[src/design/aig_pkg.sv]
/*
 * Shared constants for the adaptive input capture gearbox: register map,
 * field positions, reset values and the gearbox mode encoding.
 * Assumes a 32-bit AHB-Lite register bus and a single 250 MHz clock.
 */
package aig_pkg;

    localparam logic [7:0] AIG_OFS_CTRL = 8'h00;
    localparam logic [7:0] AIG_OFS_GATE = 8'h04;
    localparam logic [7:0] AIG_OFS_HOLD = 8'h08;
    localparam logic [7:0] AIG_OFS_STAT = 8'h0c;
    localparam logic [7:0] AIG_OFS_DATA = 8'h10;

    // Control register fields
    localparam int AIG_CTRL_MODE_LSB = 0;
    localparam int AIG_CTRL_TRACK_LSB = 4;
    localparam int AIG_CTRL_WIN_LSB = 8;
    // Status register fields
    localparam int AIG_STAT_LOCK_LSB = 16;

    localparam logic [3:0] AIG_WIN_RST = 4'h4;
    localparam logic [4:0] AIG_LOCK_N = 5'h10;

    typedef enum logic [2:0]
    {
        AIG_MODE_DDR = 3'b001,
        AIG_MODE_X2 = 3'b010,
        AIG_MODE_X4 = 3'b100
    } aig_mode_e;

    localparam logic [1:0] AIG_RATIO_DDR = 2'h0;
    localparam logic [1:0] AIG_RATIO_X2 = 2'h1;
    localparam logic [1:0] AIG_RATIO_X4 = 2'h3;

endpackage

[src/design/aig_aln_if.sv]
/*
 * Link between the capture top and one adaptive input aligner.
 * Assumes both ends run on the same clock.
 */
`timescale 1ns/1ns
interface aig_aln_if #(parameter int TAPS = 16, parameter int TAPW = 4);
    logic [TAPS-1:0] taps_r;
    logic [TAPS-1:0] taps_f;
    logic ddr;
    logic track;
    logic [TAPW-1:0] win_w;
    logic [TAPW-1:0] hold_tap;
    logic bit_r;
    logic bit_f;
    logic [TAPW-1:0] pos;
    logic locked;

    modport ctl
    (
        output taps_r, taps_f, ddr, track, win_w, hold_tap,
        input bit_r, bit_f, pos, locked
    );
    modport aln
    (
        input taps_r, taps_f, ddr, track, win_w, hold_tap,
        output bit_r, bit_f, pos, locked
    );
endinterface

[src/design/aig_aligner.sv]
/*
 * Adaptive input aligner: picks a clean tap of a sampled delay chain and
 * walks with the data. Assumes tap vectors are synchronous to hclk.
 */
`timescale 1ns/1ns
module aig_aligner
    import aig_pkg::*;
#(
    parameter int TAPS = 16,
    parameter int TAPW = 4
)
(
    input wire logic hclk,
    input wire logic hresetn,
    aig_aln_if.aln lnk
);

    typedef struct packed
    {
        logic [TAPW-1:0] pos;
        logic [4:0] clean_cnt;
        logic locked;
        logic bit_r;
        logic bit_f;
    } aig_aln_s;

    aig_aln_s st_ff;
    aig_aln_s nxt_st;

    always_comb
    begin
        logic [TAPS-2:0] edges;
        logic lo_hit;
        logic hi_hit;
        int half;
        int p;
        edges = '0;
        lo_hit = 1'b0;
        hi_hit = 1'b0;
        half = int'(lnk.win_w) / 2;
        p = int'(st_ff.pos);
        nxt_st = st_ff;
        // Only transitions seen inside the chain steer the window; no pattern needed
        for (int i = 0; i < TAPS - 1; i++)
        begin
            edges[i] = (lnk.taps_r[i] ^ lnk.taps_r[i+1]) |
                       (lnk.ddr & (lnk.taps_f[i] ^ lnk.taps_f[i+1]));
            if (edges[i] && i < p && p - i <= half)
            begin
                lo_hit = 1'b1;
            end
            if (edges[i] && i >= p && i + 1 - p <= half)
            begin
                hi_hit = 1'b1;
            end
        end
        if (lnk.track)
        begin
            // Both sides dirty means the eye is narrower than the window: stay put
            if (lo_hit && !hi_hit && p < TAPS - 1)
            begin
                nxt_st.pos = st_ff.pos + 1'b1;
            end
            else if (hi_hit && !lo_hit && p > 0)
            begin
                nxt_st.pos = st_ff.pos - 1'b1;
            end
        end
        else
        begin
            nxt_st.pos = lnk.hold_tap;
        end
        if (lo_hit || hi_hit || !lnk.track)
        begin
            nxt_st.clean_cnt = '0;
        end
        else if (st_ff.clean_cnt != AIG_LOCK_N)
        begin
            nxt_st.clean_cnt = st_ff.clean_cnt + 1'b1;
        end
        nxt_st.locked = (nxt_st.clean_cnt == AIG_LOCK_N);
        nxt_st.bit_r = lnk.taps_r[st_ff.pos];
        nxt_st.bit_f = lnk.taps_f[st_ff.pos];
    end

    always_ff @(posedge hclk or negedge hresetn)
    begin
        if (!hresetn)
        begin
            st_ff <= '0;
        end
        else
        begin
            st_ff <= nxt_st;
        end
    end

    assign lnk.pos = st_ff.pos;
    assign lnk.locked = st_ff.locked;
    assign lnk.bit_r = st_ff.bit_r;
    assign lnk.bit_f = st_ff.bit_f;

endmodule

[src/design/aig_capture.sv]
/*
 * Input capture top: per-cell input gate, aligners on even cells, DDR / x2 /
 * paired x4 gearbox with update strobe, and an AHB-Lite register slave.
 * Assumes tap vectors from the analog delay lines arrive synchronous to hclk,
 * with tap 0 the undelayed input; fabric samples fab_word on fab_upd.
 */
`timescale 1ns/1ns
// Operation
// Sample delay chain taps, pick clean tap
// Keep tracking and walk with drift
// Steer window only from observed transitions
// Window width in taps is selectable
// Control chooses tracking or fixed tap
// Works for single and double rate
// Fabric realigns bus bits to common cycle
// Capture fast, hand words to slow domain
// Every cell does DDR and x2 shift
// Cell pairs combine for x4 shift
// Aligners only on first, third cells
// Update and divider hand off automatically
// Input gate suppresses transitions, saves power
// One update per slow period, oldest LSB
module aig_capture
    import aig_pkg::*;
#(
    parameter int NCELL = 4,
    parameter int TAPS = 16,
    parameter int TAPW = 4,
    parameter bit HAS_ALIGNER = 1'b1
)
(
    input wire logic hclk,
    input wire logic hresetn,
    input wire logic hsel,
    input wire logic [31:0] haddr,
    input wire logic [1:0] htrans,
    input wire logic hwrite,
    input wire logic [2:0] hsize,
    input wire logic [31:0] hwdata,
    input wire logic hready,
    output logic [31:0] hrdata,
    output logic hreadyout,
    output logic hresp,
    input wire logic [NCELL*TAPS-1:0] cell_taps_r,
    input wire logic [NCELL*TAPS-1:0] cell_taps_f,
    output logic [NCELL*4-1:0] fab_word,
    output logic fab_upd
);

    localparam int NALN = NCELL / 2;

    typedef struct packed
    {
        logic [31:0] hrdata;
        logic rdy;
        logic wr_pend;
        logic [7:0] wr_addr;
        aig_mode_e mode;
        logic [NALN-1:0] track;
        logic [TAPW-1:0] win_w;
        logic [NCELL-1:0] gate;
        logic [NALN-1:0][TAPW-1:0] hold_tap;
        logic [NCELL-1:0][1:0] sr;
        logic [1:0] div_cnt;
        logic [NCELL-1:0][3:0] word;
        logic upd;
    } aig_top_s;

    aig_top_s st_ff;
    aig_top_s nxt_st;

    logic [NCELL-1:0] bit_r;
    logic [NCELL-1:0] bit_f;
    logic [NALN-1:0][TAPW-1:0] aln_pos;
    logic [NALN-1:0] aln_lock;
    logic [NCELL-1:0][TAPS-1:0] taps_r_g;
    logic [NCELL-1:0][TAPS-1:0] taps_f_g;

    genvar c;
    generate
        for (c = 0; c < NCELL; c++)
        begin : g_cell
            // A gated input reads as a steady low, so nothing downstream toggles
            assign taps_r_g[c] = st_ff.gate[c] ? '0 : cell_taps_r[c*TAPS +: TAPS];
            assign taps_f_g[c] = st_ff.gate[c] ? '0 : cell_taps_f[c*TAPS +: TAPS];
            if (HAS_ALIGNER && (c % 2 == 0))
            begin : g_aln
                aig_aln_if #(.TAPS(TAPS), .TAPW(TAPW)) lnk ();
                assign lnk.taps_r = taps_r_g[c];
                assign lnk.taps_f = taps_f_g[c];
                assign lnk.ddr = (st_ff.mode == AIG_MODE_DDR);
                assign lnk.track = st_ff.track[c/2];
                assign lnk.win_w = st_ff.win_w;
                assign lnk.hold_tap = st_ff.hold_tap[c/2];
                assign bit_r[c] = lnk.bit_r;
                assign bit_f[c] = lnk.bit_f;
                assign aln_pos[c/2] = lnk.pos;
                assign aln_lock[c/2] = lnk.locked;
                aig_aligner #(.TAPS(TAPS), .TAPW(TAPW)) u_aln
                (
                    .hclk(hclk),
                    .hresetn(hresetn),
                    .lnk(lnk.aln)
                );
            end
            else
            begin : g_raw
                assign bit_r[c] = taps_r_g[c][0];
                assign bit_f[c] = taps_f_g[c][0];
                if (c % 2 == 0)
                begin : g_nopos
                    assign aln_pos[c/2] = '0;
                    assign aln_lock[c/2] = 1'b0;
                end
            end
        end
    endgenerate

    always_comb
    begin
        logic addr_ok;
        logic [7:0] a;
        logic [1:0] ratio;
        logic [3:0] comb;
        logic [31:0] rd;
        nxt_st = st_ff;
        a = haddr[7:0];
        addr_ok = hsel && htrans[1] && hready;
        rd = '0;
        ratio = AIG_RATIO_DDR;
        comb = '0;
        nxt_st.rdy = 1'b1;
        nxt_st.wr_pend = addr_ok && hwrite;
        if (addr_ok)
        begin
            nxt_st.wr_addr = a;
        end

        // Data phase of a write
        if (st_ff.wr_pend)
        begin
            if (st_ff.wr_addr == AIG_OFS_CTRL)
            begin
                case (hwdata[AIG_CTRL_MODE_LSB +: 3])
                    AIG_MODE_X2: nxt_st.mode = AIG_MODE_X2;
                    AIG_MODE_X4: nxt_st.mode = AIG_MODE_X4;
                    default: nxt_st.mode = AIG_MODE_DDR;
                endcase
                nxt_st.track = hwdata[AIG_CTRL_TRACK_LSB +: NALN];
                nxt_st.win_w = hwdata[AIG_CTRL_WIN_LSB +: TAPW];
            end
            else if (st_ff.wr_addr == AIG_OFS_GATE)
            begin
                nxt_st.gate = hwdata[NCELL-1:0];
            end
            else if (st_ff.wr_addr == AIG_OFS_HOLD)
            begin
                nxt_st.hold_tap = hwdata[NALN*TAPW-1:0];
            end
        end

        // Read data is set up during the address phase so it comes from a flop
        if (addr_ok && !hwrite)
        begin
            if (a == AIG_OFS_CTRL)
            begin
                rd[AIG_CTRL_MODE_LSB +: 3] = st_ff.mode;
                rd[AIG_CTRL_TRACK_LSB +: NALN] = st_ff.track;
                rd[AIG_CTRL_WIN_LSB +: TAPW] = st_ff.win_w;
            end
            else if (a == AIG_OFS_GATE)
            begin
                rd[NCELL-1:0] = st_ff.gate;
            end
            else if (a == AIG_OFS_HOLD)
            begin
                rd[NALN*TAPW-1:0] = st_ff.hold_tap;
            end
            else if (a == AIG_OFS_STAT)
            begin
                rd[NALN*TAPW-1:0] = aln_pos;
                rd[AIG_STAT_LOCK_LSB +: NALN] = aln_lock;
            end
            else if (a == AIG_OFS_DATA)
            begin
                rd[NCELL*4-1:0] = st_ff.word;
            end
            nxt_st.hrdata = rd;
        end

        // Gearbox: fast-side shift registers
        case (st_ff.mode)
            AIG_MODE_X2: ratio = AIG_RATIO_X2;
            AIG_MODE_X4: ratio = AIG_RATIO_X4;
            default: ratio = AIG_RATIO_DDR;
        endcase
        for (int i = 0; i < NCELL; i += 2)
        begin
            case (st_ff.mode)
                AIG_MODE_X2:
                begin
                    nxt_st.sr[i] = {bit_r[i], st_ff.sr[i][1]};
                    nxt_st.sr[i+1] = {bit_r[i+1], st_ff.sr[i+1][1]};
                end
                AIG_MODE_X4:
                begin
                    // The odd cell's register extends the even cell's chain
                    comb = {bit_r[i], st_ff.sr[i], st_ff.sr[i+1][1]};
                    nxt_st.sr[i] = comb[3:2];
                    nxt_st.sr[i+1] = comb[1:0];
                end
                default:
                begin
                    nxt_st.sr[i] = {bit_f[i], bit_r[i]};
                    nxt_st.sr[i+1] = {bit_f[i+1], bit_r[i+1]};
                end
            endcase
        end

        // Divider and update strobe move words into the slow-side holding register
        nxt_st.upd = 1'b0;
        if (st_ff.div_cnt >= ratio)
        begin
            nxt_st.div_cnt = '0;
            nxt_st.upd = 1'b1;
            for (int i = 0; i < NCELL; i += 2)
            begin
                case (st_ff.mode)
                    AIG_MODE_X4:
                    begin
                        nxt_st.word[i] = {nxt_st.sr[i], nxt_st.sr[i+1]};
                        nxt_st.word[i+1] = '0;
                    end
                    default:
                    begin
                        nxt_st.word[i] = {2'h0, nxt_st.sr[i]};
                        nxt_st.word[i+1] = {2'h0, nxt_st.sr[i+1]};
                    end
                endcase
            end
        end
        else
        begin
            nxt_st.div_cnt = st_ff.div_cnt + 1'b1;
        end
        // A mode change restarts the divider so the first word is whole
        if (nxt_st.mode != st_ff.mode)
        begin
            nxt_st.div_cnt = '0;
        end
    end

    always_ff @(posedge hclk or negedge hresetn)
    begin
        if (!hresetn)
        begin
            st_ff <= '0;
            st_ff.mode <= AIG_MODE_DDR;
            st_ff.track <= '1;
            st_ff.win_w <= AIG_WIN_RST;
        end
        else
        begin
            st_ff <= nxt_st;
        end
    end

    // Bus realignment across cells is left to fabric logic fed by fab_word. R7
    assign hrdata = st_ff.hrdata;
    assign hreadyout = st_ff.rdy;
    assign hresp = 1'b0;
    assign fab_word = st_ff.word;
    assign fab_upd = st_ff.upd;

endmodule

[config.mk]
export PLATFORM = sky130hd
export DESIGN_NAME = aig_capture
export DESIGN_NICKNAME = d
export VERILOG_FILES = /design/src/design/aig_pkg.sv /design/src/design/aig_aln_if.sv /design/src/design/aig_aligner.sv /design/src/design/aig_capture.sv
export SDC_FILE = /design/constraint.sdc
export NUM_CORES = 1
export LEC_CHECK = 0
export ABC_CLOCK_PERIOD_IN_PS = 6300
export CAP_MARGIN = 20
export CORE_MARGIN = 2
export CORE_UTILIZATION = 50
export DETAILED_ROUTE_END_ITERATION = 8
export DONT_BUFFER_PORTS = 1
export HOLD_SLACK_MARGIN = 0.06
export SLEW_MARGIN = 0
export SYNTH_ARGS = -nofsm -noshare
export SYNTH_HDL_FRONTEND = slang
export SYNTH_HIERARCHICAL = 1
export SYNTH_SLANG_ARGS = --single-unit
[constraint.sdc]
create_clock -name hclk -period 6.3 [get_ports hclk]
set_clock_uncertainty 0.05 [all_clocks]
set_input_delay 1.26 -clock hclk [delete_from_list [all_inputs] [get_ports hclk]]
set_output_delay 1.26 -clock hclk [all_outputs]
set_load 0.02 [all_outputs]
Yosys cells after proc, flatten, opt, wreduce, memory -nomap -nowiden:

Cells that the tools add are included.

* $lt $le $gt $ge: 127
* $mul: 0
* mux-type cells: 115
* shifts and indexed selects: 0
* $add $sub $neg: 65
* equality and inequality tests: 18
* div/mod/pow operators: 0
* reduce and logical (&&, ||, !) cells: 148
* bitwise logic cells: 122

Operators with widths (number)
* $le 32x4->1: 58
* $logic_and 1x1->1: 132
* $sub 4x4->5 const A: 16
* $mux 1: 70
* $sub 4x4->5 const B: 14
* $mux 16: 4
* $xor 1x1->1: 60
* $ge 4x4->1 const A: 14
* $lt 4x4->1 const A: 14
* $mux 8: 5
* $sub 3x4->5 const A: 8
* $sub 4x3->5 const B: 8
* $mux 4: 9
* $ge 3x4->1 const A: 8
* $lt 3x4->1 const A: 8
* $and 1x1->1: 30
* $or 1x1->1: 30
* $mux 14: 2
* $eq 8x4->1 const B: 3
* $mux 21: 1
* $mux 5: 4
* $sub 2x4->5 const A: 4
* $sub 4x2->5 const B: 4
* $mux 6: 3
* other kinds (40): 86

* memories kept: 0
* memory bits (writable): 0
* output and inout port bits: 51
* input bits: 202
* flip-flop bits (word level): 96
* bits in latches: 0
* memory bits (read-only): 0
* logic and storage cells: 625

Logic depth before layout (Yosys ltp):

Gate-level depths: netlist of run 1.

* depth in word-level cells: 27
* mapped depth: 22
* depth with buffers taken out: 21

Cells and area by module:

The synthesis of run 1 kept the hierarchy.

Modules (own cells, without submodules)
* aig_capture: cells an instance 408, area each 4002.6 µm², times used 1, seq. area each 1706.6 µm²
* aig_aligner at g_cell[2].g_aln.u_aln: cells an instance 375, area each 3124.2 µm², times used 1, seq. area each 300.3 µm²
* aig_aligner at g_cell[0].g_aln.u_aln: cells an instance 384, area each 3035.4 µm², times used 1, seq. area each 300.3 µm²

Worst setup path after synthesis of run 1:

Ideal clock, no wire load.

* path kind: register to register
* from: reg g_cell[0].g_aln.u_aln.st_ff, in the netlist g_cell[0].g_aln.u_aln/lnk.pos[1]
* to: reg g_cell[0].g_aln.u_aln.st_ff, in the netlist g_cell[0].g_aln.u_aln/lnk.pos[3]
* library setup time: 0.126 ns
* path buffers: 1
* arrival: 4.519 ns
* stages on the path, launching flop included: 22
* clock period less this slack: 4.695 ns
* data required time: 6.124 ns
* path slack: 1.605 ns
* path through: dfrtp_1 > clkbuf_1 > inv_1 > ha_1 > xor2_1 > inv_1 > ha_1 > or2_2 > o311ai_1 > a21oi_1 > o31a_1 > nand4_1 > nor2_4 > nor4b_2 > inv_1 > ha_1 > a21o_1 > a21oi_1 > a21oi_1 > o21ai_0 > or3_1 > a311o_1

* longest elaborated chain between the ends: 23
* elaborated cells on any way between the ends: 193
* classes of those cells: add/sub: 31; order compare: 62; eq/ne: 1; mux: 33; reduce/logical: 66

RTL lines
* start, declared: line aig_aligner.sv:27 `aig_aln_s st_ff;`
* start signal, assigned: line aig_aligner.sv:94 `st_ff <= nxt_st;`
* $sub 1x4->5 or $ge 1x4->1 (tied branches): line aig_aligner.sv:52 `if (edges[i] && i >= p && i + 1 - p <= half)`
* $le 32x4->1 or $logic_and 1x1->1 (tied branches): line aig_aligner.sv:52
* $logic_and 1x1->1: line aig_aligner.sv:52
* $mux 1 (15 in series): line aig_aligner.sv:52
* $logic_not 1->1: line aig_aligner.sv:60 `if (lo_hit && !hi_hit && p < TAPS - 1)`
* $logic_and 1x1->1 (2 in series): line aig_aligner.sv:60
* $mux 4: line aig_aligner.sv:60
* $mux 4: line aig_aligner.sv:57 `if (lnk.track)`

Several ways; a longest one is shown, not always the timed one. The select of a mux whose other input is x is not followed.
A chain may end at the register's enable or synchronous reset.

Final worst setup path of run 1:

Same ends and word-level chain as after synthesis.

==> metrics.txt, run 1 <==
synthesis warning total 6; CTS buffer count 9; Finished Cell Area slightly above 10,000 um^2; min Tclk post-route around 5 ns; P_leak ~4.3 nW; Clock Latency Late Sink around 0.35 ns; share of flip-flops with an asynchronous set or reset 100%; pre-CTS WS between 1 and 1.5 ns; Layout Nets around 1,400; FMAX about 200 MHz; worst endpoint data arrival time ~5.3 ns; width of the chip about 150 um; number of global-route vias before repair just over 8,000; crit path max fanout 7; flop-to-flop setup slack ~1.2 ns; DRT antenna net count 0; DR vias between 8,000 and 9,000; Final Max Tran Viols 0; port buffer count 0; cell count after synthesis roughly 1,200; final core utilization 51.4%; synthesis-stage register bit count about 90; Peak VDD IR between 100 and 150 uV; Clk pwr share between 20% and 30%; final WL approximately 28 mm; Post-Synthesis Cell Area slightly above 10,000 um^2; worst hold start st_ff[17]; Hold Crit Class reg2reg; Worst Max-Slew Pin Slew 0.966 ns; final hold viol count 0; drt drc 0; dpl hpwl ~22 mm; H-tree depth 3; Post-synth top cells dfrtp_1 (88), nor2b_1 (86), ha_1 (82); hold buffers post-CTS 0; Post-DP Area 10,000 um^2; DR iter-0 viols approximately 720; PostCTS Resize Cnt 0; pin count of the biggest net entering global routing 93; Critical Path End Type flip-flop; FF-to-FF path depth 20; most numerous cell in the Yosys netlist dfrtp_1; final setup TNS 0 ns; Worst EP required around 6.5 ns; crit share post-route 80.8%; Antenna Cells 0; Root Driver clkbuf_16; synth top area cells dfrtp_1 (22%), ha_1 (10%), nor2b_1 (5.3%), xor2_1 (4.7%), mux4_2 (4.4%); io pins 253; Int Pwr between 1.5 and 2 mW; Initial Utilization around half; Routed WL per cell slightly above 20 um; Longest Clk Path Bufs 2; first drt pass iteration count 6; CP Class reg2reg; crit start category flip-flop; postcts setup bufs 0; clock transition at the registers of the reported paths around 0.07 ns; combinational share of power approximately 52%; Min-Delay Endpoint st_ff[17]; clock sinks a little over 90; Crit Reg-Reg Endpoint g_cell[0].g_aln.u_aln/lnk.pos[3]; Total GRT Usage between 20% and 30%; Die ar. roughly 21,000 um^2; post-synth cell types a little under 100; Max-slew headroom a little over a third; DR vias/cell 6.13; Filler Cell Count 1,909; placed cells about 1,400; CTS tree built; first-pass GRT wire length approximately 45 mm; Avg Cell Area, Syn around 8.7 um^2; global placement routability congestion 0.953; Yosys top cell area share between 20% and 30%; initial antenna violation count 0; Layout area overhead 1.69%; Synth area leader dfrtp_1; PD cells approximately 260 nW/um^2; # rows 52; RSZ-0062 raised after global routing no; layout cells sized above 1 approximately 11%; Max Cap Viol 0; Hold Crit Depth 1; Design Power 2.74 mW; sequential share of power 27.0%; Die H around 150 um; Core Area around 20,000 um^2; number of flops mapped to enable cells by yosys 0; Overflow after GRT 0; most used flip-flop cell after synthesis dfrtp_1; final non-filler cell total 1,380; Net Sw Power roughly 1.2 mW; register area share after synthesis 22.7%; status finished, final reports clean; WHS 0.430 ns; R2R Path Start g_cell[0].g_aln.u_aln/lnk.pos[1]; setup ws final 1.21 ns; # setup viols final 0; switching part of the total power a little over two fifths
## flip-flops by register name (all words and copies together), names as in the netlist
| signal | cells |
|---|---|
| g_cell.g_aln.lnk.track | 2 |
| g_cell.g_aln.u_aln/st_ff | 10 |
| g_cell.g_aln.u_aln/lnk.pos | 8 |
| g_cell.g_aln.lnk.win_w | 4 |
| g_cell.g_aln.u_aln/lnk.bit_f | 2 |
| g_cell.g_aln.u_aln/lnk.locked | 2 |
| hreadyout | 1 |
| fab_word | 12 |
| g_cell.g_aln.u_aln/lnk.bit_r | 2 |
| st_ff | 24 |
| fab_upd | 1 |
| g_cell.g_aln.lnk.hold_tap | 8 |
| hrdata | 16 |
## worst max-delay path, cell delays in order (launching register included)
cell and delay, ns:
dfrtp_1 0.38, inv_1 0.24, ha_1 0.40, xor2_1 0.22, inv_1 0.06, ha_1 0.20
o311ai_1 0.64, a2111oi_2 0.16, o32ai_1 0.35, or4_4 0.22, nor2_4 0.04, nor4b_2 0.42
inv_1 0.21, ha_1 0.33, a21o_1 0.10, a21oi_1 0.08, a21oi_1 0.12, o21ai_0 0.09
or3_1 0.33, a211oi_1 0.24, a311o_1 0.14
## power by group through the flow
| stage | registers, mW | clock network, mW | logic (mW) |
|---|---|---|---|
| 2_1_floorplan | 0.706 | 0 | 1.14 |
| 3_3_place_gp | 0.750 | 0 | 1.39 |
| 3_5_place_dp | 0.752 | 0 | 1.40 |
| 4_1_cts | 0.741 | 0.578 | 1.40 |
| 5_1_grt | 0.749 | 0.597 | 1.57 |
| 6_report | 0.739 | 0.567 | 1.43 |
## worst max path at each step
stage | start | to | cells after the start
3_5_place_dp | g_cell[0].g_aln.u_aln/lnk.pos[1] | g_cell[0].g_aln.u_aln/lnk.pos[3] | 20
2_1_floorplan | g_cell[0].g_aln.u_aln/lnk.pos[1] | g_cell[0].g_aln.u_aln/lnk.pos[3] | 21
5_1_grt | g_cell[0].g_aln.u_aln/lnk.pos[0] | g_cell[0].g_aln.u_aln/lnk.pos[3] | 20
6_report | g_cell[0].g_aln.u_aln/lnk.pos[1] | g_cell[0].g_aln.u_aln/lnk.pos[3] | 20
3_3_place_gp | g_cell[0].g_aln.u_aln/lnk.pos[1] | g_cell[0].g_aln.u_aln/lnk.pos[3] | 20
4_1_cts | g_cell[0].g_aln.u_aln/lnk.pos[1] | g_cell[0].g_aln.u_aln/lnk.pos[3] | 20
## cell usage in the layout, fill, tap and decap left out, types with 13 or more instances in the layout
cell type,instances
o21ai_0,58
xnor2_1,30
a21oi_1,80
buf_4,14
xor2_1,55
mux2_2,31
nor3_1,27
conb_1,22
a31oi_1,16
nand2_1,59
nand3_1,28
a211oi_1,13
ha_1,82
nor2_1,50
inv_1,65
mux4_2,20
nand2b_1,20
nand3b_1,16
nor2b_1,86
mux2i_1,16
dfrtp_1,88
## routing by layer
| layer | global-route usage [%] | vias up | wire, um |
|---|---|---|---|
| met5 | 0 | - | 0 |
| met4 | 8.25 | 0 | 757 |
| met3 | 4.47 | 58 | 1850 |
| met2 | 42.2 | 301 | 13200 |
| met1 | 35.6 | 4068 | 12700 |
| li1 | - | 4032 | - |
## area by class of cell
| type | count | area (um^2) | area share [%] |
|---|---|---|---|
| Multi-Input combinational cell | 919 | 7010 | 67.8 |
| Tap cell | 270 | 338 | 3.27 |
| Sequential cell | 92 | 2310 | 22.3 |
| Clock buffer | 9 | 225 | 2.18 |
| Clock inverter | 7 | 91.3 | 0.884 |
| Timing Repair Buffer | 14 | 105 | 1.02 |
| Inverter | 69 | 259 | 2.51 |
## cells by family (layout without fill, tap and decap cells)
family                     count (synthesis)  after routing  share of synthesized area [%]
DFF                                       92             92                           22.7
adders and majority gates                 84             84                           10.5
muxes                                     67             67                           9.44
other                                      2             22                         0.0739
xor gates and xnor gates                  85             85                           7.33
AOI/OAI and AO/OA                        299            299                           20.0
and+or+nand+nor                          362            362                           20.9
buffers and inverters                    176             99                           9.10
Power figures use the tool's default switching activity.
==> inputs of run 2 (changes only) <==
--- a/config.mk
+++ b/config.mk
@@ -5,7 +5,7 @@
 export SDC_FILE = /design/constraint.sdc
 export NUM_CORES = 1
 export LEC_CHECK = 0
-export ABC_CLOCK_PERIOD_IN_PS = 6300
+export ABC_CLOCK_PERIOD_IN_PS = 5000
 export CAP_MARGIN = 20
 export CORE_MARGIN = 2
 export CORE_UTILIZATION = 50
==> constraint.sdc (replaced) <==
create_clock -name hclk -period 5 [get_ports hclk]
set_clock_uncertainty 0.05 [all_clocks]
set_input_delay 1 -clock hclk [delete_from_list [all_inputs] [get_ports hclk]]
set_output_delay 1 -clock hclk [all_outputs]
set_load 0.02 [all_outputs]
==> run 2 against run 1 <==
  * Hold slack worse by 0.14 ns
  * Die area unchanged
  * Register-to-register slack worse by 0.80 ns
  * Core utilization up 0.68 points
  * Final cell count up 1.2%
  * Count of clock-buffer cells in the layout unchanged
  * Critical path depth unchanged
  * Largest cell class unchanged
==> metrics.txt, run 2 (synthesis results as in run 1) <==
Root Driver clkbuf_16; Critical Path End Type flip-flop; final non-filler cell total 1,397 (+1.2%); Routed WL per cell 20.7 um (+0.62%); width of the chip 147 um (unchanged); final setup TNS 0 ns (unchanged); pin count of the biggest net entering global routing 93 (unchanged); crit start category flip-flop; CTS buffer count 9 (unchanged); clock transition at the registers of the reported paths 0.07 ns (about the same); Core Area 20,100 um^2 (unchanged); Peak VDD IR 187 uV (+45%); Die ar. 21,500 um^2 (unchanged); commonest cells after routing, fill and taps aside dfrtp_1 (87), nor2b_1 (86), ha_1 (81); CTS tree built; first drt pass iteration count 5 (-1); Filler Cell Count 1,933 (+1.3%); port buffer count 0 (unchanged); Total GRT Usage 26.9% (+0.89 points); number of global-route vias before repair 8,172 (+0.98%); # setup viols final 0 (unchanged); FMAX 218 MHz (+11%); RSZ-0062 raised after global routing no; crit path max fanout 7 (unchanged); min Tclk post-route 4.59 ns (-0.503 ns); Layout area overhead 3.03%; layout cells sized above 1 12.9% (+1.7 points); crit share post-route 91.8% (+11 points); drt drc 0 (unchanged); Finished Cell Area 10,500 um^2 (+1.3%); io pins 253 (unchanged); Worst Max-Slew Pin Slew 0.707 ns (-0.259 ns); Largest register FFs 24 (unchanged); Max Cap Viol 0 (unchanged); most flop-heavy register st_ff; P_leak 4.41 nW (+2.1%); global placement routability congestion 1.01 (+5.7%); clock sinks 92 (unchanged); Die H 147 um (unchanged); Antenna Cells 0 (unchanged); placed cells 1,381 (+1.2%); setup ws final 0.411 ns (-0.797 ns); final hold viol count 0 (unchanged); Layout Nets 1,408 (+1.2%); DR vias 8,509 (+0.59%); # rows 52 (unchanged); Longest Clk Path Bufs 2 (unchanged); DRT antenna net count 0 (unchanged); Hold Crit Class in2async; Overflow after GRT 0 (unchanged); WHS 0.294 ns (-0.136 ns); DR vias/cell 6.09 (-0.63%); worst endpoint data arrival time 4.82 ns (-0.50 ns); H-tree depth 3 (unchanged); Worst EP required 5.23 ns (-1.30 ns); pre-CTS WS 0.280 ns (-1.01 ns); DR iter-0 viols 771 (+7.5%); first-pass GRT wire length 46.0 mm (+3.2%); initial antenna violation count 0 (unchanged); Clock Latency Late Sink 0.35 ns (about the same); FF-to-FF path depth 20 (unchanged); Max-slew headroom 52.5% (+17 points); leading cell type in the layout, fill and taps excluded dfrtp_1; PD cells 334 nW/um^2 (+26%); Final Max Tran Viols 0 (unchanged); CP Class reg2reg; Post-DP Area 10,100 um^2 (+1.3%); Initial Utilization 50.5% (unchanged); dpl hpwl 22.6 mm (+2.1%); final WL 29.0 mm (+1.9%); status finished, final reports clean
[run 2: worst max-delay path, stage by stage (launching register included)]
cell,delay (ns)
dfrtp_2,0.47
ha_1,0.31
xnor2_2,0.25
inv_1,0.09
ha_1,0.33
o21ai_0,0.10
a32oi_1,0.15
buf_4,0.17
o2111ai_1,0.10
a31oi_1,0.24
nand4_1,0.30
nor4b_2,0.35
inv_1,0.18
ha_1,0.30
a21o_1,0.11
a21oi_1,0.08
a21oi_1,0.11
o21ai_0,0.09
or3_1,0.33
a211oi_1,0.25
a311o_1,0.15
[run 2: layout make-up]
class | count | area, um^2 | share of cell area, %
multi-input cells | 919 | 7030 | 67.1
flip-flops and latches | 92 | 2310 | 22.0
well taps | 270 | 338 | 3.23
inverters | 69 | 259 | 2.47
repair buffers | 31 | 233 | 2.22
clock buffers | 9 | 225 | 2.15
clock inverters | 7 | 81.3 | 0.777
[run 2: worst paths after layout]
check | to | slack (ns) | from
min reg2reg | st_ff[17] | 0.43 | st_ff[17]
max in group asynchronous | g_cell[0].g_aln.lnk.track | 4.36 | hresetn
max | g_cell[0].g_aln.u_aln/lnk.pos[3] | 0.41 | g_cell[0].g_aln.u_aln/lnk.pos[0]
min | hreadyout | 0.29 | hresetn
min in group hclk | st_ff[17] | 0.43 | st_ff[17]
max reg2reg | g_cell[0].g_aln.u_aln/lnk.pos[3] | 0.41 | g_cell[0].g_aln.u_aln/lnk.pos[0]
[run 2: power breakdown]
group / leakage (nW) / internal, mW / switching, mW
Clock: 0.153 / 0.396 / 0.304
Combinational: 3.09 / 0.776 / 1.10
Sequential: 1.17 / 0.816 / 0.104
Total: 4.41 / 1.99 / 1.51
[run 2: what timing repair did]
| action | in CTS | in global routing |
|---|---|---|
| setup buffers | 0 | 0 |
| gates resized for setup | 0 | 5 |
| hold buffers | 0 | 0 |
| setup endpoints to repair | 0 | 1 |
[run 2: through the flow]
step	utilization, %	total power [mW]
after floorplan	-	2.33
after global placement	50.5	2.75
after detailed placement	50.5	2.76
after CTS	52.0	3.48
after global routing	52.1	3.74
final	52.1	3.50
[run 2: metal layers]
layer | share of wire (%) | global-route usage [%] | wire [um]
met4 | 2.4 | 7.18 | 701
met1 | 45 | 37.7 | 13200
met5 | 0 | 0 | 0
met2 | 46 | 43.8 | 13400
met3 | 6.0 | 3.94 | 1740
==> inputs of run 3 (changes only) <==
--- a/config.mk
+++ b/config.mk
@@ -9,6 +9,7 @@
 export CAP_MARGIN = 20
 export CORE_MARGIN = 2
 export CORE_UTILIZATION = 50
+export CTS_BUF_LIST = sky130_fd_sc_hd__clkbuf_2 sky130_fd_sc_hd__clkbuf_4 sky130_fd_sc_hd__clkbuf_8
 export DETAILED_ROUTE_END_ITERATION = 8
 export DONT_BUFFER_PORTS = 1
 export HOLD_SLACK_MARGIN = 0.06
==> constraint.sdc (replaced) <==
create_clock -name hclk -period 5 [get_ports hclk]
set_clock_uncertainty 0.05 [all_clocks]
set_input_delay 1 -clock hclk [delete_from_list [all_inputs] [get_ports hclk]]
set_output_delay 1 -clock hclk [all_outputs]
set_load 0.1 [all_outputs]
==> run 3 against run 2 <==
  * Global-route usage shrank 0.055 points
  * Via count increased by 0.60%
  * Die area stayed put
  * Critical path type unchanged
  * Hold slack worse by 0.032 ns
  * Count of clock-buffer cells in the layout unchanged
  * Critical endpoint unchanged
==> metrics.txt, run 3 (synthesis results as in run 1) <==
switching part of the total power 47.4% (+4.2 points); CTS tree built; layout cells sized above 1 12.9% (unchanged); CTS buffer count 9 (unchanged); Final Max Tran Viols 0 (unchanged); Clk pwr share 15.1% (-4.9 points); Filler Cell Count 1,940 (+0.36%); CP bufs+invs 3 (unchanged); first-pass GRT wire length 46.0 mm (about the same); area of the multi-input gates 7030 um^2 (unchanged); register area 2310 um^2 (unchanged); CP dominant cell by count ha_1; io pins 253 (unchanged); min Tclk post-route 4.64 ns (+0.0479 ns); number of global-route vias before repair 8,153 (-0.23%); Peak VDD IR 167 uV (-11%); clock transition at the registers of the reported paths 0.10 ns (+0.03 ns); dpl hpwl 22.6 mm (unchanged); crit path max-delay cell type dfrtp_2; status finished, final reports clean; H-tree depth 3 (unchanged); Overflow after GRT 0 (unchanged); pin count of the biggest net entering global routing 93 (unchanged); Total GRT Usage 26.9% (-0.055 points); RSZ-0062 raised after global routing no; Finished Cell Area 10,400 um^2 (-0.97%); Layout area overhead 2.03%; hold buffers post-CTS 0 (unchanged); Routed WL per cell 20.8 um (+0.17%); DR iter-0 viols 714 (-7.4%); Worst path max stage delay 0.48 ns (about the same); first drt pass iteration count 6 (+1); CP Cell Sequence ha_1, xnor2_2, inv_1, ha_1, o21ai_0, a32oi_1, buf_4, o2111ai_1, a31oi_1, nand4_1, nor4b_2, inv_1, ha_1, a21o_1, a21oi_1, a21oi_1, o21ai_0, or3_1, a211oi_1, a311o_1; Net Sw Power 1.65 mW (+9.2%); crit share post-route 92.7% (+0.96 points); most flop-heavy register st_ff; P_leak 4.36 nW (-1.0%); Max-slew headroom 31.5% (-21 points); Layout Nets 1,408 (unchanged); critical path's top delay family compound AO/OA/AOI/OAI gates; PD cells 335 nW/um^2 (+0.37%); port buffer count 0 (unchanged); Root Driver clkbuf_8; Longest Clk Path Bufs 2 (unchanged); drt drc 0 (unchanged); postcts setup bufs 0 (unchanged); Worst Max-Slew Pin Slew 1.03 ns (+0.320 ns); Hold Crit Class in2async; crit start category flip-flop; PostCTS Resize Cnt 0 (unchanged); sequential share of power 29.2% (+2.9 points); final hold viol count 0 (unchanged); worst endpoint data arrival time 4.90 ns (+0.08 ns); Largest register FFs 24 (unchanged); placed cells 1,381 (unchanged); DR vias 8,560 (+0.60%); combinational share of power 55.6% (+1.9 points); leading cell type in the layout, fill and taps excluded dfrtp_1; Core Area 20,100 um^2 (unchanged); Max Cap Viol 0 (unchanged); Antenna Cells 0 (unchanged); crit path max fanout 7 (unchanged); Critical Path End Type flip-flop; Worst EP required 5.26 ns (+0.03 ns); Die ar. 21,500 um^2 (unchanged); DR vias/cell 6.13 (+0.60%); final setup TNS 0 ns (unchanged); Post-DP Area 10,100 um^2 (unchanged); DRT antenna net count 0 (unchanged); # rows 52 (unchanged); FMAX 216 MHz (-1.0%); Clock Latency Late Sink 0.38 ns (+0.03 ns); Die H 147 um (unchanged); # setup viols final 0 (unchanged); flop-to-flop setup slack 0.36 ns (-0.05 ns); Int Pwr 1.83 mW (-8.0%); final WL 29.0 mm (+0.17%); global placement routability congestion 1.01 (unchanged); width of the chip 147 um (unchanged); commonest cells after routing, fill and taps aside dfrtp_1 (87), nor2b_1 (86), ha_1 (81); Initial Utilization 50.5% (unchanged); initial antenna violation count 0 (unchanged); final non-filler cell total 1,397 (unchanged); CP Class reg2reg; clock sinks 92 (unchanged)
## run 3: cell counts in the layout (fill, tap and decap cells not counted)
Identical to the previous run, type by type.
## run 3: path summary, 6_finish.rpt
path	start	endpoint	cells after the start
max in group asynchronous	hresetn	g_cell[0].g_aln.lnk.track	0
worst min-delay path	hresetn	hreadyout	0
worst max register to register	g_cell[0].g_aln.u_aln/lnk.pos[0]	g_cell[0].g_aln.u_aln/lnk.pos[3]	20
worst min register to register	st_ff[17]	st_ff[17]	1
worst max-delay path	g_cell[0].g_aln.u_aln/lnk.pos[0]	g_cell[0].g_aln.u_aln/lnk.pos[3]	20
min in group hclk	st_ff[17]	st_ff[17]	1
## run 3: metal layers
metal / GRT usage, % / share of wire [%] / vias up
li1: - / - / 4068
met4: 6.02 / 1.9 / 0
met2: 43.9 / 47 / 342
met3: 4.16 / 6.5 / 40
met1: 37.8 / 45 / 4110
met5: 0 / 0 / -
## run 3: through the flow
step	hold WS (ns)	setup slack (ns)	utilization (%)	total power, mW
2_1_floorplan	0.400	0.305	-	2.49
3_3_place_gp	0.424	0.332	50.5	2.90
3_5_place_dp	0.425	0.280	50.5	2.91
4_1_cts	0.239	0.255	51.5	3.45
5_1_grt	0.223	0.00759	51.6	3.71
6_report	0.263	0.363	51.6	3.48
## run 3: power groups by stage
stage	Sequential (mW)	Clock, mW	Combinational [mW]
2_1_floorplan	0.892	0	1.59
3_3_place_gp	1.03	0	1.87
3_5_place_dp	1.03	0	1.88
4_1_cts	1.02	0.541	1.89
5_1_grt	1.03	0.574	2.11
6_report	1.02	0.526	1.93
## run 3: layout make-up
type	count	share of cell area (%)
Sequential cell	92	22.3
Clock buffer	9	1.19
Multi-Input combinational cell	919	67.8
Tap cell	270	3.26
Inverter	69	2.50
Timing Repair Buffer	31	2.24
Clock inverter	7	0.784
